<file path="config.mk">
export PLATFORM = sky130hd
export DESIGN_NAME = amp_page0_config_regs
export DESIGN_NICKNAME = d
export VERILOG_FILES = /design/src/shared/amp_cfg_pkg.sv /design/src/core/amp_page0_config_regs.sv /design/src/core/cfg_byte_reg.sv
export SDC_FILE = /design/constraint.sdc
export NUM_CORES = 1
export LEC_CHECK = 0
export ABC_AREA = 0
export BUFFER_PORTS_ARGS = -buffer_cell sky130_fd_sc_hd__buf_2
export CAP_MARGIN = 20
export CORE_UTILIZATION = 51
export DETAILED_ROUTE_END_ITERATION = 16
export GPL_TIMING_DRIVEN = 0
export PLACE_DENSITY = 0.73
export REMOVE_ABC_BUFFERS = 1
export SLEW_MARGIN = 20
export SYNTH_ARGS = -nofsm -noshare
export SYNTH_HDL_FRONTEND = slang
export SYNTH_HIERARCHICAL = 1
export SYNTH_SLANG_ARGS = --single-unit
</file>
<file path="constraint.sdc">
create_clock -name sys_clk -period 2.84 [get_ports sys_clk]
set_clock_uncertainty 0.1 [all_clocks]
set_input_delay 0.568 -clock sys_clk [delete_from_list [all_inputs] [get_ports sys_clk]]
set_output_delay 0.568 -clock sys_clk [all_outputs]
set_load 0.005 [all_outputs]
</file>
<file path="src/shared/amp_cfg_pkg.sv">
// Notes on behaviour
// - class_d_supply_select picks output stage supply: 00/01/10/11 as four supply modes.
// - supply register bit 7 picks low rail source: 0 external, 1 internal.
// - irq_pin_pullup_en 1 enables interrupt pin pull-up; 0 disables, reset 0.
// - spread spectrum on by default; clock sync mode overrides it.
// - sar_filter_cutoff: 0 off, 1 300 kHz, 2 150 kHz, 3 50 kHz.
// - playback DC blocker: 0 bypass, 1..6 cut-offs, 7 reserved, reset 1.
// - at 44.1/88.2 kHz rates, blocker cut-offs scale down by 1.0884.
// - record DC blocker uses the playback encoding, reset code 1.
// - overcurrent_retry_en 1 retries after timer following over-current shutdown.
// - overtemp_retry_en 1 retries after timer; 0 stays shut down.
// - post_filter_feedback_en: 0 feedback from outputs, 1 from sense pins.
// - shutdown_style 0 waits timeout, 1 immediate; wait codes 2/4/6/23.8 ms.
// - volume_ramp_setting 0 ramps, 3 disables ramp, 1 and 2 reserved.
// - writing 1 to address_redetect re-detects bus address, then self clears.
package amp_cfg_pkg;

   // register offsets on page 0
   localparam logic [7:0] PAGE_ZERO = 8'h00;
   localparam logic [7:0] OFS_OUTPUT_STAGE = 8'h03;
   localparam logic [7:0] OFS_SUPPLY_FILTER = 8'h04;
   localparam logic [7:0] OFS_RECORD_PATH = 8'h05;
   localparam logic [7:0] OFS_PROTECTION = 8'h06;
   localparam logic [7:0] OFS_SHUTDOWN_BUS = 8'h07;
   localparam int NUM_REGS = 5;

   // reset values
   localparam logic [7:0] RST_OUTPUT_STAGE = 8'h28;
   localparam logic [7:0] RST_SUPPLY_FILTER = 8'h21;
   localparam logic [7:0] RST_RECORD_PATH = 8'h41;
   localparam logic [7:0] RST_PROTECTION = 8'h00;
   localparam logic [7:0] RST_SHUTDOWN_BUS = 8'h20;

   // writable bits; reserved bits are left out and keep reset value
   localparam logic [7:0] WMASK_OUTPUT_STAGE = 8'hfe;
   localparam logic [7:0] WMASK_SUPPLY_FILTER = 8'hff;
   localparam logic [7:0] WMASK_RECORD_PATH = 8'h0f;
   localparam logic [7:0] WMASK_PROTECTION = 8'h3c;
   localparam logic [7:0] WMASK_SHUTDOWN_BUS = 8'hff;
   localparam logic [7:0] SCLR_SHUTDOWN_BUS = 8'h01;
   localparam logic [7:0] SCLR_NONE = 8'h00;

   // field positions
   localparam int SUPPLY_SEL_MSB = 7;
   localparam int SUPPLY_SEL_LSB = 6;
   localparam int LEVEL_MSB = 5;
   localparam int LEVEL_LSB = 1;
   localparam int LOW_RAIL_BIT = 7;
   localparam int IRQ_PU_BIT = 6;
   localparam int SPREAD_BIT = 5;
   localparam int SAR_MSB = 4;
   localparam int SAR_LSB = 3;
   localparam int DCB_MSB = 2;
   localparam int DCB_LSB = 0;
   localparam int FOLDBACK_BIT = 3;
   localparam int OC_RETRY_BIT = 5;
   localparam int OT_RETRY_BIT = 4;
   localparam int FEEDBACK_BIT = 3;
   localparam int SAFE_BIT = 2;
   localparam int STYLE_MSB = 7;
   localparam int STYLE_LSB = 6;
   localparam int WAIT_MSB = 5;
   localparam int WAIT_LSB = 4;
   localparam int RAMP_MSB = 3;
   localparam int RAMP_LSB = 2;
   localparam int BCAST_BIT = 1;
   localparam int REDETECT_BIT = 0;

   // codes
   localparam logic [1:0] STYLE_TIMEOUT = 2'h0;
   localparam logic [1:0] STYLE_IMMEDIATE = 2'h1;
   localparam logic [1:0] RAMP_ON = 2'h0;
   localparam logic [1:0] RAMP_OFF = 2'h3;
   localparam logic [2:0] DCB_BYPASS = 3'h0;
   localparam logic [2:0] DCB_RESERVED = 3'h7;
   localparam logic [1:0] SAR_OFF = 2'h0;
   localparam logic [4:0] LEVEL_MAX = 5'h14;

   // timing
   localparam int CLK_KHZ = 200000;
   localparam int WAIT_MS_0 = 2;
   localparam int WAIT_MS_1 = 4;
   localparam int WAIT_MS_2 = 6;
   localparam real WAIT_MS_3 = 23.8;
   localparam int WAIT_CYC_0 = WAIT_MS_0 * CLK_KHZ;
   localparam int WAIT_CYC_1 = WAIT_MS_1 * CLK_KHZ;
   localparam int WAIT_CYC_2 = WAIT_MS_2 * CLK_KHZ;
   localparam int WAIT_CYC_3 = int'(WAIT_MS_3 * CLK_KHZ);
   localparam int RETRY_MS = 1;
   localparam int RETRY_CYC = RETRY_MS * CLK_KHZ;
   localparam int TIMER_W = 23;

   typedef enum logic [1:0] {
      SD_ACTIVE = 2'b00,
      SD_WAIT = 2'b01,
      SD_OFF = 2'b10
   } shut_state_t;

   typedef enum logic [1:0] {
      PROT_RUN = 2'b00,
      PROT_WAIT = 2'b01,
      PROT_LATCHED = 2'b10
   } prot_state_t;

endpackage

</file>
<file path="src/core/amp_page0_config_regs.sv">
`timescale 1ns/1ps
module amp_page0_config_regs
   import amp_cfg_pkg::*;
#(
   parameter int WAIT_CYCLES_0 = WAIT_CYC_0,
   parameter int WAIT_CYCLES_1 = WAIT_CYC_1,
   parameter int WAIT_CYCLES_2 = WAIT_CYC_2,
   parameter int WAIT_CYCLES_3 = WAIT_CYC_3,
   parameter int RETRY_CYCLES = RETRY_CYC
) (
   // clock, reset, enable
   input wire logic sys_clk,
   input wire logic sys_rst,
   input wire logic ce,
   // register port
   input wire logic [7:0] regPage,
   input wire logic [7:0] regAddr,
   input wire logic regWrite,
   input wire logic regRead,
   input wire logic [7:0] regWdata,
   output logic [7:0] regRdata,
   output logic regHit,
   // neighbouring configuration, same clock
   input wire logic classdSyncEn,
   input wire logic rate44kFamily,
   // pins and fault detectors, asynchronous
   input wire logic shutdown_pin_n,
   input wire logic overcurrentFault,
   input wire logic overtempFault,
   // configuration fields
   output logic [7:0] outputStageCfg,
   output logic [7:0] supplyFilterCfg,
   output logic [7:0] recordPathCfg,
   output logic [7:0] protectionCfg,
   output logic [7:0] shutdownBusCfg,
   // decoded controls
   output logic spreadActive,
   output logic volumeRampActive,
   output logic playbackDcBypass,
   output logic recordDcBypass,
   output logic dcBlockRateScaled,
   output logic sarFilterOn,
   // shutdown and protection
   output logic ampShutdown,
   output logic faultShutdown,
   output logic retryPulse
);

   logic [4:0] wrSel;
   logic pageZero;
   logic [7:0] next_regRdata;
   logic next_regHit;

   // access only counts while page 0 is selected
   assign pageZero = (regPage == PAGE_ZERO);

   always_comb begin
      wrSel = 5'h00;
      if (regWrite && pageZero) begin
         case (regAddr)
            OFS_OUTPUT_STAGE: wrSel = 5'h01;
            OFS_SUPPLY_FILTER: wrSel = 5'h02;
            OFS_RECORD_PATH: wrSel = 5'h04;
            OFS_PROTECTION: wrSel = 5'h08;
            OFS_SHUTDOWN_BUS: wrSel = 5'h10;
            default: wrSel = 5'h00;
         endcase
      end
   end

   // one storage register per address, reserved bits masked off
   cfg_byte_reg #(
      .RESET_VAL(RST_OUTPUT_STAGE),
      .WR_MASK(WMASK_OUTPUT_STAGE),
      .SELF_CLEAR(SCLR_NONE)
   ) u_output_stage_config (
      .sys_clk(sys_clk),
      .sys_rst(sys_rst),
      .ce(ce),
      .wrEn(wrSel[0]),
      .wrData(regWdata),
      .value(outputStageCfg)
   );

   cfg_byte_reg #(
      .RESET_VAL(RST_SUPPLY_FILTER),
      .WR_MASK(WMASK_SUPPLY_FILTER),
      .SELF_CLEAR(SCLR_NONE)
   ) u_supply_and_filter_config (
      .sys_clk(sys_clk),
      .sys_rst(sys_rst),
      .ce(ce),
      .wrEn(wrSel[1]),
      .wrData(regWdata),
      .value(supplyFilterCfg)
   );

   cfg_byte_reg #(
      .RESET_VAL(RST_RECORD_PATH),
      .WR_MASK(WMASK_RECORD_PATH),
      .SELF_CLEAR(SCLR_NONE)
   ) u_record_path_config (
      .sys_clk(sys_clk),
      .sys_rst(sys_rst),
      .ce(ce),
      .wrEn(wrSel[2]),
      .wrData(regWdata),
      .value(recordPathCfg)
   );

   cfg_byte_reg #(
      .RESET_VAL(RST_PROTECTION),
      .WR_MASK(WMASK_PROTECTION),
      .SELF_CLEAR(SCLR_NONE)
   ) u_protection_config (
      .sys_clk(sys_clk),
      .sys_rst(sys_rst),
      .ce(ce),
      .wrEn(wrSel[3]),
      .wrData(regWdata),
      .value(protectionCfg)
   );

   // redetect bit reads 1 for one cycle, which is the re-detect strobe
   cfg_byte_reg #(
      .RESET_VAL(RST_SHUTDOWN_BUS),
      .WR_MASK(WMASK_SHUTDOWN_BUS),
      .SELF_CLEAR(SCLR_SHUTDOWN_BUS)
   ) u_shutdown_and_bus_config (
      .sys_clk(sys_clk),
      .sys_rst(sys_rst),
      .ce(ce),
      .wrEn(wrSel[4]),
      .wrData(regWdata),
      .value(shutdownBusCfg)
   );

   // read path: unmapped or other page answers 00h with regHit low
   always_comb begin
      next_regRdata = regRdata;
      next_regHit = regHit;
      if (regRead) begin
         next_regHit = pageZero;
         next_regRdata = 8'h00;
         if (pageZero) begin
            case (regAddr)
               OFS_OUTPUT_STAGE: next_regRdata = outputStageCfg;
               OFS_SUPPLY_FILTER: next_regRdata = supplyFilterCfg;
               OFS_RECORD_PATH: next_regRdata = recordPathCfg;
               OFS_PROTECTION: next_regRdata = protectionCfg;
               OFS_SHUTDOWN_BUS: next_regRdata = shutdownBusCfg;
               default: begin
                  next_regRdata = 8'h00;
                  next_regHit = 1'b0;
               end
            endcase
         end
      end
   end

   always_ff @(posedge sys_clk) begin
      if (sys_rst) begin
         regRdata <= 8'h00;
         regHit <= 1'b0;
      end else if (ce) begin
         regRdata <= next_regRdata;
         regHit <= next_regHit;
      end
   end

   // decoded controls are registered so every output leaves a flop
   logic next_spreadActive;
   logic next_volumeRampActive;
   logic next_playbackDcBypass;
   logic next_recordDcBypass;
   logic next_dcBlockRateScaled;
   logic next_sarFilterOn;

   always_comb begin
      next_spreadActive = supplyFilterCfg[SPREAD_BIT] & ~classdSyncEn;
      next_volumeRampActive = (shutdownBusCfg[RAMP_MSB:RAMP_LSB] == RAMP_ON);
      // reserved blocker code 7 is treated as bypass, the safe choice
      next_playbackDcBypass = (supplyFilterCfg[DCB_MSB:DCB_LSB] == DCB_BYPASS) ||
         (supplyFilterCfg[DCB_MSB:DCB_LSB] == DCB_RESERVED);
      next_recordDcBypass = (recordPathCfg[DCB_MSB:DCB_LSB] == DCB_BYPASS) ||
         (recordPathCfg[DCB_MSB:DCB_LSB] == DCB_RESERVED);
      next_dcBlockRateScaled = rate44kFamily;
      next_sarFilterOn = (supplyFilterCfg[SAR_MSB:SAR_LSB] != SAR_OFF);
   end

   always_ff @(posedge sys_clk) begin
      if (sys_rst) begin
         spreadActive <= 1'b0;
         volumeRampActive <= 1'b0;
         playbackDcBypass <= 1'b0;
         recordDcBypass <= 1'b0;
         dcBlockRateScaled <= 1'b0;
         sarFilterOn <= 1'b0;
      end else if (ce) begin
         spreadActive <= next_spreadActive;
         volumeRampActive <= next_volumeRampActive;
         playbackDcBypass <= next_playbackDcBypass;
         recordDcBypass <= next_recordDcBypass;
         dcBlockRateScaled <= next_dcBlockRateScaled;
         sarFilterOn <= next_sarFilterOn;
      end
   end

   // two-flop synchronisers for the asynchronous inputs
   logic [2:0] syncMeta;
   logic [2:0] syncOut;
   logic pinLow;
   logic ocFault;
   logic otFault;

   always_ff @(posedge sys_clk) begin
      if (sys_rst) begin
         syncMeta <= 3'h1;
         syncOut <= 3'h1;
      end else if (ce) begin
         syncMeta <= {overtempFault, overcurrentFault, shutdown_pin_n};
         syncOut <= syncMeta;
      end
   end

   assign pinLow = ~syncOut[0];
   assign ocFault = syncOut[1];
   assign otFault = syncOut[2];

   // shutdown sequencing on the shutdown pin
   shut_state_t shutState;
   shut_state_t next_shutState;
   logic [TIMER_W-1:0] shutTimer;
   logic [TIMER_W-1:0] next_shutTimer;
   logic [TIMER_W-1:0] waitLoad;
   logic next_ampShutdown;

   always_comb begin
      case (shutdownBusCfg[WAIT_MSB:WAIT_LSB])
         2'h0: waitLoad = TIMER_W'(WAIT_CYCLES_0 - 1);
         2'h1: waitLoad = TIMER_W'(WAIT_CYCLES_1 - 1);
         2'h2: waitLoad = TIMER_W'(WAIT_CYCLES_2 - 1);
         default: waitLoad = TIMER_W'(WAIT_CYCLES_3 - 1);
      endcase
   end

   // reserved styles fall back to the timeout path, never a hard cut
   always_comb begin
      next_shutState = shutState;
      next_shutTimer = shutTimer;
      case (shutState)
         SD_ACTIVE: begin
            if (pinLow) begin
               if (shutdownBusCfg[STYLE_MSB:STYLE_LSB] == STYLE_IMMEDIATE) begin
                  next_shutState = SD_OFF;
               end else begin
                  next_shutState = SD_WAIT;
                  next_shutTimer = waitLoad;
               end
            end
         end
         SD_WAIT: begin
            if (!pinLow) begin
               next_shutState = SD_ACTIVE;
            end else if (shutTimer == '0) begin
               next_shutState = SD_OFF;
            end else begin
               next_shutTimer = shutTimer - 1'b1;
            end
         end
         SD_OFF: begin
            if (!pinLow) begin
               next_shutState = SD_ACTIVE;
            end
         end
         default: next_shutState = SD_ACTIVE;
      endcase
      next_ampShutdown = (next_shutState == SD_OFF);
   end

   always_ff @(posedge sys_clk) begin
      if (sys_rst) begin
         shutState <= SD_ACTIVE;
         shutTimer <= '0;
         ampShutdown <= 1'b0;
      end else if (ce) begin
         shutState <= next_shutState;
         shutTimer <= next_shutTimer;
         ampShutdown <= next_ampShutdown;
      end
   end

   // fault shutdown with optional timed retry per fault type
   prot_state_t protState;
   prot_state_t next_protState;
   logic [TIMER_W-1:0] retryTimer;
   logic [TIMER_W-1:0] next_retryTimer;
   logic next_faultShutdown;
   logic next_retryPulse;
   logic retryAllowed;

   // both faults at once retry only when both types permit it
   assign retryAllowed = (~ocFault | protectionCfg[OC_RETRY_BIT]) &
      (~otFault | protectionCfg[OT_RETRY_BIT]);

   always_comb begin
      next_protState = protState;
      next_retryTimer = retryTimer;
      next_retryPulse = 1'b0;
      case (protState)
         PROT_RUN: begin
            if (ocFault || otFault) begin
               next_protState = retryAllowed ? PROT_WAIT : PROT_LATCHED;
               next_retryTimer = TIMER_W'(RETRY_CYCLES - 1);
            end
         end
         PROT_WAIT: begin
            if (!retryAllowed) begin
               next_protState = PROT_LATCHED;
            end else if (retryTimer == '0) begin
               next_protState = PROT_RUN;
               next_retryPulse = 1'b1;
            end else begin
               next_retryTimer = retryTimer - 1'b1;
            end
         end
         PROT_LATCHED: begin
            // only a hardware shutdown clears a latched fault
            if (pinLow) begin
               next_protState = PROT_RUN;
            end
         end
         default: next_protState = PROT_RUN;
      endcase
      next_faultShutdown = (next_protState != PROT_RUN);
   end

   always_ff @(posedge sys_clk) begin
      if (sys_rst) begin
         protState <= PROT_RUN;
         retryTimer <= '0;
         faultShutdown <= 1'b0;
         retryPulse <= 1'b0;
      end else if (ce) begin
         protState <= next_protState;
         retryTimer <= next_retryTimer;
         faultShutdown <= next_faultShutdown;
         retryPulse <= next_retryPulse;
      end
   end

   // checks on the register and control behaviour
   supply_write_a: assert property (@(posedge sys_clk) disable iff (sys_rst)
      ce && wrSel[0] |=> outputStageCfg[SUPPLY_SEL_MSB:SUPPLY_SEL_LSB] ==
         $past(regWdata[SUPPLY_SEL_MSB:SUPPLY_SEL_LSB]))
      else $error("supply select not stored");

   rail_pullup_write_a: assert property (@(posedge sys_clk) disable iff (sys_rst)
      ce && wrSel[1] |=> supplyFilterCfg[LOW_RAIL_BIT] == $past(regWdata[LOW_RAIL_BIT]) &&
         supplyFilterCfg[IRQ_PU_BIT] == $past(regWdata[IRQ_PU_BIT]))
      else $error("rail source or pull-up not stored");

   spread_priority_a: assert property (@(posedge sys_clk) disable iff (sys_rst)
      ce && classdSyncEn |=> !spreadActive)
      else $error("spread active while sync mode on");

   level_store_a: assert property (@(posedge sys_clk) disable iff (sys_rst)
      ce && wrSel[0] |=> outputStageCfg[LEVEL_MSB:LEVEL_LSB] ==
         $past(regWdata[LEVEL_MSB:LEVEL_LSB]) && !outputStageCfg[0])
      else $error("level field wrong or reserved bit moved");

   reserved_hold_a: assert property (@(posedge sys_clk) disable iff (sys_rst)
      recordPathCfg[7:4] == 4'h4 && protectionCfg[7:6] == 2'h0 && protectionCfg[1:0] == 2'h0)
      else $error("reserved bits changed");

   redetect_clear_a: assert property (@(posedge sys_clk) disable iff (sys_rst)
      ce && shutdownBusCfg[REDETECT_BIT] && !wrSel[4] |=> !shutdownBusCfg[REDETECT_BIT])
      else $error("redetect bit did not self clear");

   immediate_off_a: assert property (@(posedge sys_clk) disable iff (sys_rst)
      ce && shutState == SD_ACTIVE && pinLow &&
         shutdownBusCfg[STYLE_MSB:STYLE_LSB] == STYLE_IMMEDIATE |=> ampShutdown)
      else $error("immediate shutdown missed");

   timeout_hold_a: assert property (@(posedge sys_clk) disable iff (sys_rst)
      shutState == SD_WAIT && shutTimer != '0 |-> !ampShutdown)
      else $error("shutdown before timeout");

   retry_done_a: assert property (@(posedge sys_clk) disable iff (sys_rst)
      ce && protState == PROT_WAIT && retryTimer == '0 && retryAllowed
         |=> retryPulse && !faultShutdown)
      else $error("retry did not release");

   no_retry_a: assert property (@(posedge sys_clk) disable iff (sys_rst)
      ce && protState == PROT_RUN && otFault && !protectionCfg[OT_RETRY_BIT]
         |=> protState == PROT_LATCHED && faultShutdown)
      else $error("fault without retry not latched");

   ramp_decode_a: assert property (@(posedge sys_clk) disable iff (sys_rst)
      ce && shutdownBusCfg[RAMP_MSB:RAMP_LSB] == RAMP_OFF |=> !volumeRampActive)
      else $error("ramp active while disabled");

endmodule

</file>
<file path="src/core/cfg_byte_reg.sv">
`timescale 1ns/1ps
module cfg_byte_reg
   import amp_cfg_pkg::*;
#(
   parameter logic [7:0] RESET_VAL = 8'h00,
   parameter logic [7:0] WR_MASK = 8'hff,
   parameter logic [7:0] SELF_CLEAR = 8'h00
) (
   // clock and control
   input wire logic sys_clk,
   input wire logic sys_rst,
   input wire logic ce,
   // write side
   input wire logic wrEn,
   input wire logic [7:0] wrData,
   // stored value
   output logic [7:0] value
);

   logic [7:0] next_value;

   // self-clearing bits drop first, so a fresh write of 1 still wins
   always_comb begin
      next_value = value & ~SELF_CLEAR;
      if (wrEn) begin
         next_value = (next_value & ~WR_MASK) | (wrData & WR_MASK);
      end
   end

   always_ff @(posedge sys_clk) begin
      if (sys_rst) begin
         value <= RESET_VAL;
      end else if (ce) begin
         value <= next_value;
      end
   end

endmodule

</file>
==> results.cfg <==
[run_status]
run_status = finished, final reports clean

[setup_path]
cp_max_fo = 14
end_kind = flop
r2r_end = shutTimer[19]
crit_required_ns = 3.01
r2r_cells = 5
critPathKind = in2reg
r2r_slack_ns = 0.18
crit_start = regAddr[1]
cp.arrival_ns = 2.85
startpoint_type = input pin
crit_end = u_output_stage_config/value[5]
r2r_start = shutTimer[2]

[logic_synthesis]
synth_area_um2 = 5680
synth_mux_area_share_pct = 3.17
yosys.cell_types.count = 71
async_flop_share_pct = 0
yosysSeqAreaShare_pct = 37.0
ys_ff_latch = 105
synthAdderAreaFrac_pct = 1.32
synth-simple-area-share_pct = 26.9
synth_top_flop_cell = dfxtp_1
synth_cells = 684
synth_top_family_by_area = simple AND/OR/NAND/NOR gates
yosysWarnings = 6
synth_compound_area_share_pct = 25.4
synth_edf_count = 0
syn_area_per_cell_um2 = 8.30
synthXorXnorAreaFrac_pct = 0

[final_layout]
synthToLayoutAreaGrowth_pct = 10.4
drive_gt1_share_pct = 18.6
nets = 777
diodes = 0
final_util_pct = 57.8

[floorplanning]
chipHeight_um = 108
core_area_um2 = 10800
die_w_um = 108
rows = 38
die-area_um2 = 11600
ioPinCount = 92
start_util_pct = 52.4

[clocking]
cts_made_buffers = 9
clk_pin_slew_ns = 0.10
clk_latency_ns = 0.37
h-tree-depth = 3
root_buffer = clkbuf_8
hold_buffers = 0
cts_sinks = 105
cts_buffer_depth = 2
tritoncts = done

[worst_hold_path]
hold_path.class = in2reg

[global_routing]
grt_max_degree = 94
antenna_found_initial = 0
first_global_vias = 5009
grt_overflow_total = 0
grt_use_total_pct = 25.6
grt_pass1_wl_um = 23900

[detailed_routing]
drtPass1Iterations = 5
wire_per_inst_um = 16.3
drtIter0Drc = 399
finalWirelength_um = 14400
avgViaCountPerCell = 6.21
postRouteAntennaNets = 0
drcViolationCount = 0
vias = 5479

[timing]
holdWs_ns = 0.329
finalHoldViolCount = 0
maxSlewHeadroom_pct = 32.7
fmax_ghz = 0.374
fin_crit_ns = 2.67
fin_crit_sh_pct = 94.1
report.final.slew_viol_count = 0
grt_setup_unrepaired = no
worst_pin_slew_ns = 1.01
tns_ns = 0
setup_viol = 0

[pwr]
vdd_ir_drop_max_v = 0.000367
p_sw_mw = 0.941
p_per_area_nw_per_um2 = 481
share_comb_of_total_power_pct = 18.6
p_int_mw = 2.07
power.static_leakage_nw = 2.42
pwr-share-clk_pct = 29.1
p_sw_share_pct = 31.2
seqPwrFrac_pct = 52.3

[flow_run]
maxCapViolations = 0

[place]
port_buffers = 82
gpl.final_weighted_congestion = 0.933
dpl.hpwl_um = 10000
## metal layers
metal / routed length (µm) / up-vias / share of wire, % / track usage (%)
met2: 7020 / 182 / 49 / 43.5
li1: - / 2654 / - / -
met4: 218 / 0 / 1.5 / 7.24
met1: 6380 / 2623 / 44 / 33.1
met3: 764 / 20 / 5.3 / 4.48
met5: 0 / - / 0 / 0
## power by group through the flow
stage / clock network (mW) / registers, mW / logic (mW)
after floorplan: 0 / 1.59 / 0.363
after global placement: 0 / 1.60 / 0.518
after detailed placement: 0 / 1.61 / 0.537
after CTS: 0.899 / 1.57 / 0.543
after global routing: 0.954 / 1.58 / 0.623
final: 0.878 / 1.58 / 0.559
## cells by family after synthesis
group,after synthesis
other,4
adders and majority gates,6
and+or+nand+nor,278
buffers and inverters,60
AOI/OAI and AO/OA,213
DFF,105
muxes,18
## repair_timing
action,in CTS,in global routing
gates resized for setup,1,9
endpoints found under the setup margin,22,38
pin swaps,1,0
buffers inserted,3,0
## cell usage after synthesis (6+ instances only)
library cell,number,share of area (%)
and3_1,11,1.2
inv_1,11,0.73
a31oi_1,9,0.99
or4_1,11,1.5
o21ai_1,7,0.62
nor4_1,13,1.4
clkbuf_1,19,1.3
ha_1,6,1.3
mux2i_1,18,3.2
a211oi_1,7,0.93
dfxtp_1,105,37
buf_4,13,1.7
or3_1,16,1.8
nand2b_1,15,1.7
buf_6,7,1.4
nor2_1,45,3.0
nand4_1,10,1.1
nand3_1,35,3.1
o21a_1,7,0.93
a21oi_1,65,5.7
a21bo_2,8,1.4
a21bo_1,16,2.8
a222oi_1,8,1.4
o21ai_0,46,4.1
nor2b_1,6,0.66
o31ai_1,6,0.79
nand2_1,52,3.4
nor3_1,27,2.4
## worst min path at each step
stage                startpoint        endpoint  slack (ns)  cells after the start
6_report       overcurrentFault     syncMeta[1]        0.33                      3
5_1_grt        overcurrentFault     syncMeta[1]        0.31                      3
4_1_cts        overcurrentFault     syncMeta[1]        0.32                      3
2_1_floorplan    retryTimer[22]  retryTimer[22]        0.33                      2
3_5_place_dp        regRdata[6]     regRdata[6]        0.35                      2
3_3_place_gp        regRdata[6]     regRdata[6]        0.33                      2
## layout by cell type, fill, tap and decap left out, types with 7 or more instances in the layout
master	instances
mux2i_1	18
nand2b_1	15
a222oi_1	8
and3_1	10
nor4_1	12
o21a_1	7
clkbuf_8	10
a21bo_2	8
or4_1	11
o21ai_1	7
o21ai_0	46
buf_2	80
a211oi_1	7
dfxtp_1	105
inv_1	11
a21oi_1	65
nand3_1	35
a21bo_1	16
nand4_1	10
nor2_1	45
conb_1	9
nand2_1	52
or3_1	16
a31oi_1	9
nor3_1	24
## stage by stage
stage | worst slack (ns) | power [mW] | cells | instance area, µm²
CTS | 0.0127 | 3.02 | 882 | 6230
global route | 0.0345 | 3.16 | 882 | 6270
global placement | -1.13 | 2.12 | 862 | 5990
detailed placement | -0.678 | 2.14 | 863 | 6010
finish | 0.167 | 3.01 | 882 | 6270
floorplan | 0.0000300 | 1.96 | 640 | 5400
## registers in the layout, summed over array words and instances (netlist names), 2 cells and up
signal                            flops
protState                             2
shutState                             2
regRdata                              8
u_shutdown_and_bus_config/value       8
u_record_path_config/value            4
syncOut                               3
shutTimer                            23
retryTimer                           23
u_output_stage_config/value           7
u_supply_and_filter_config/value      8
u_protection_config/value             4
syncMeta                              3
## worst max-delay path, cell delays in order
cell and delay [ns]:
buf_2 0.35, nand2_1 0.12, nor4b_2 0.80, and3_1 0.55, nand2_1 0.13, a211o_1 0.32
## final cells by class
class	instances	area, µm²
clock buffer	11	141
clock inverter	5	38.8
sequential	105	2100
inverter	11	41.3
tap	140	175
multi-input combinational	524	3310
fill	991	4570
timing repair buffer	86	462
No activity file was read; power rests on OpenSTA's default activity.
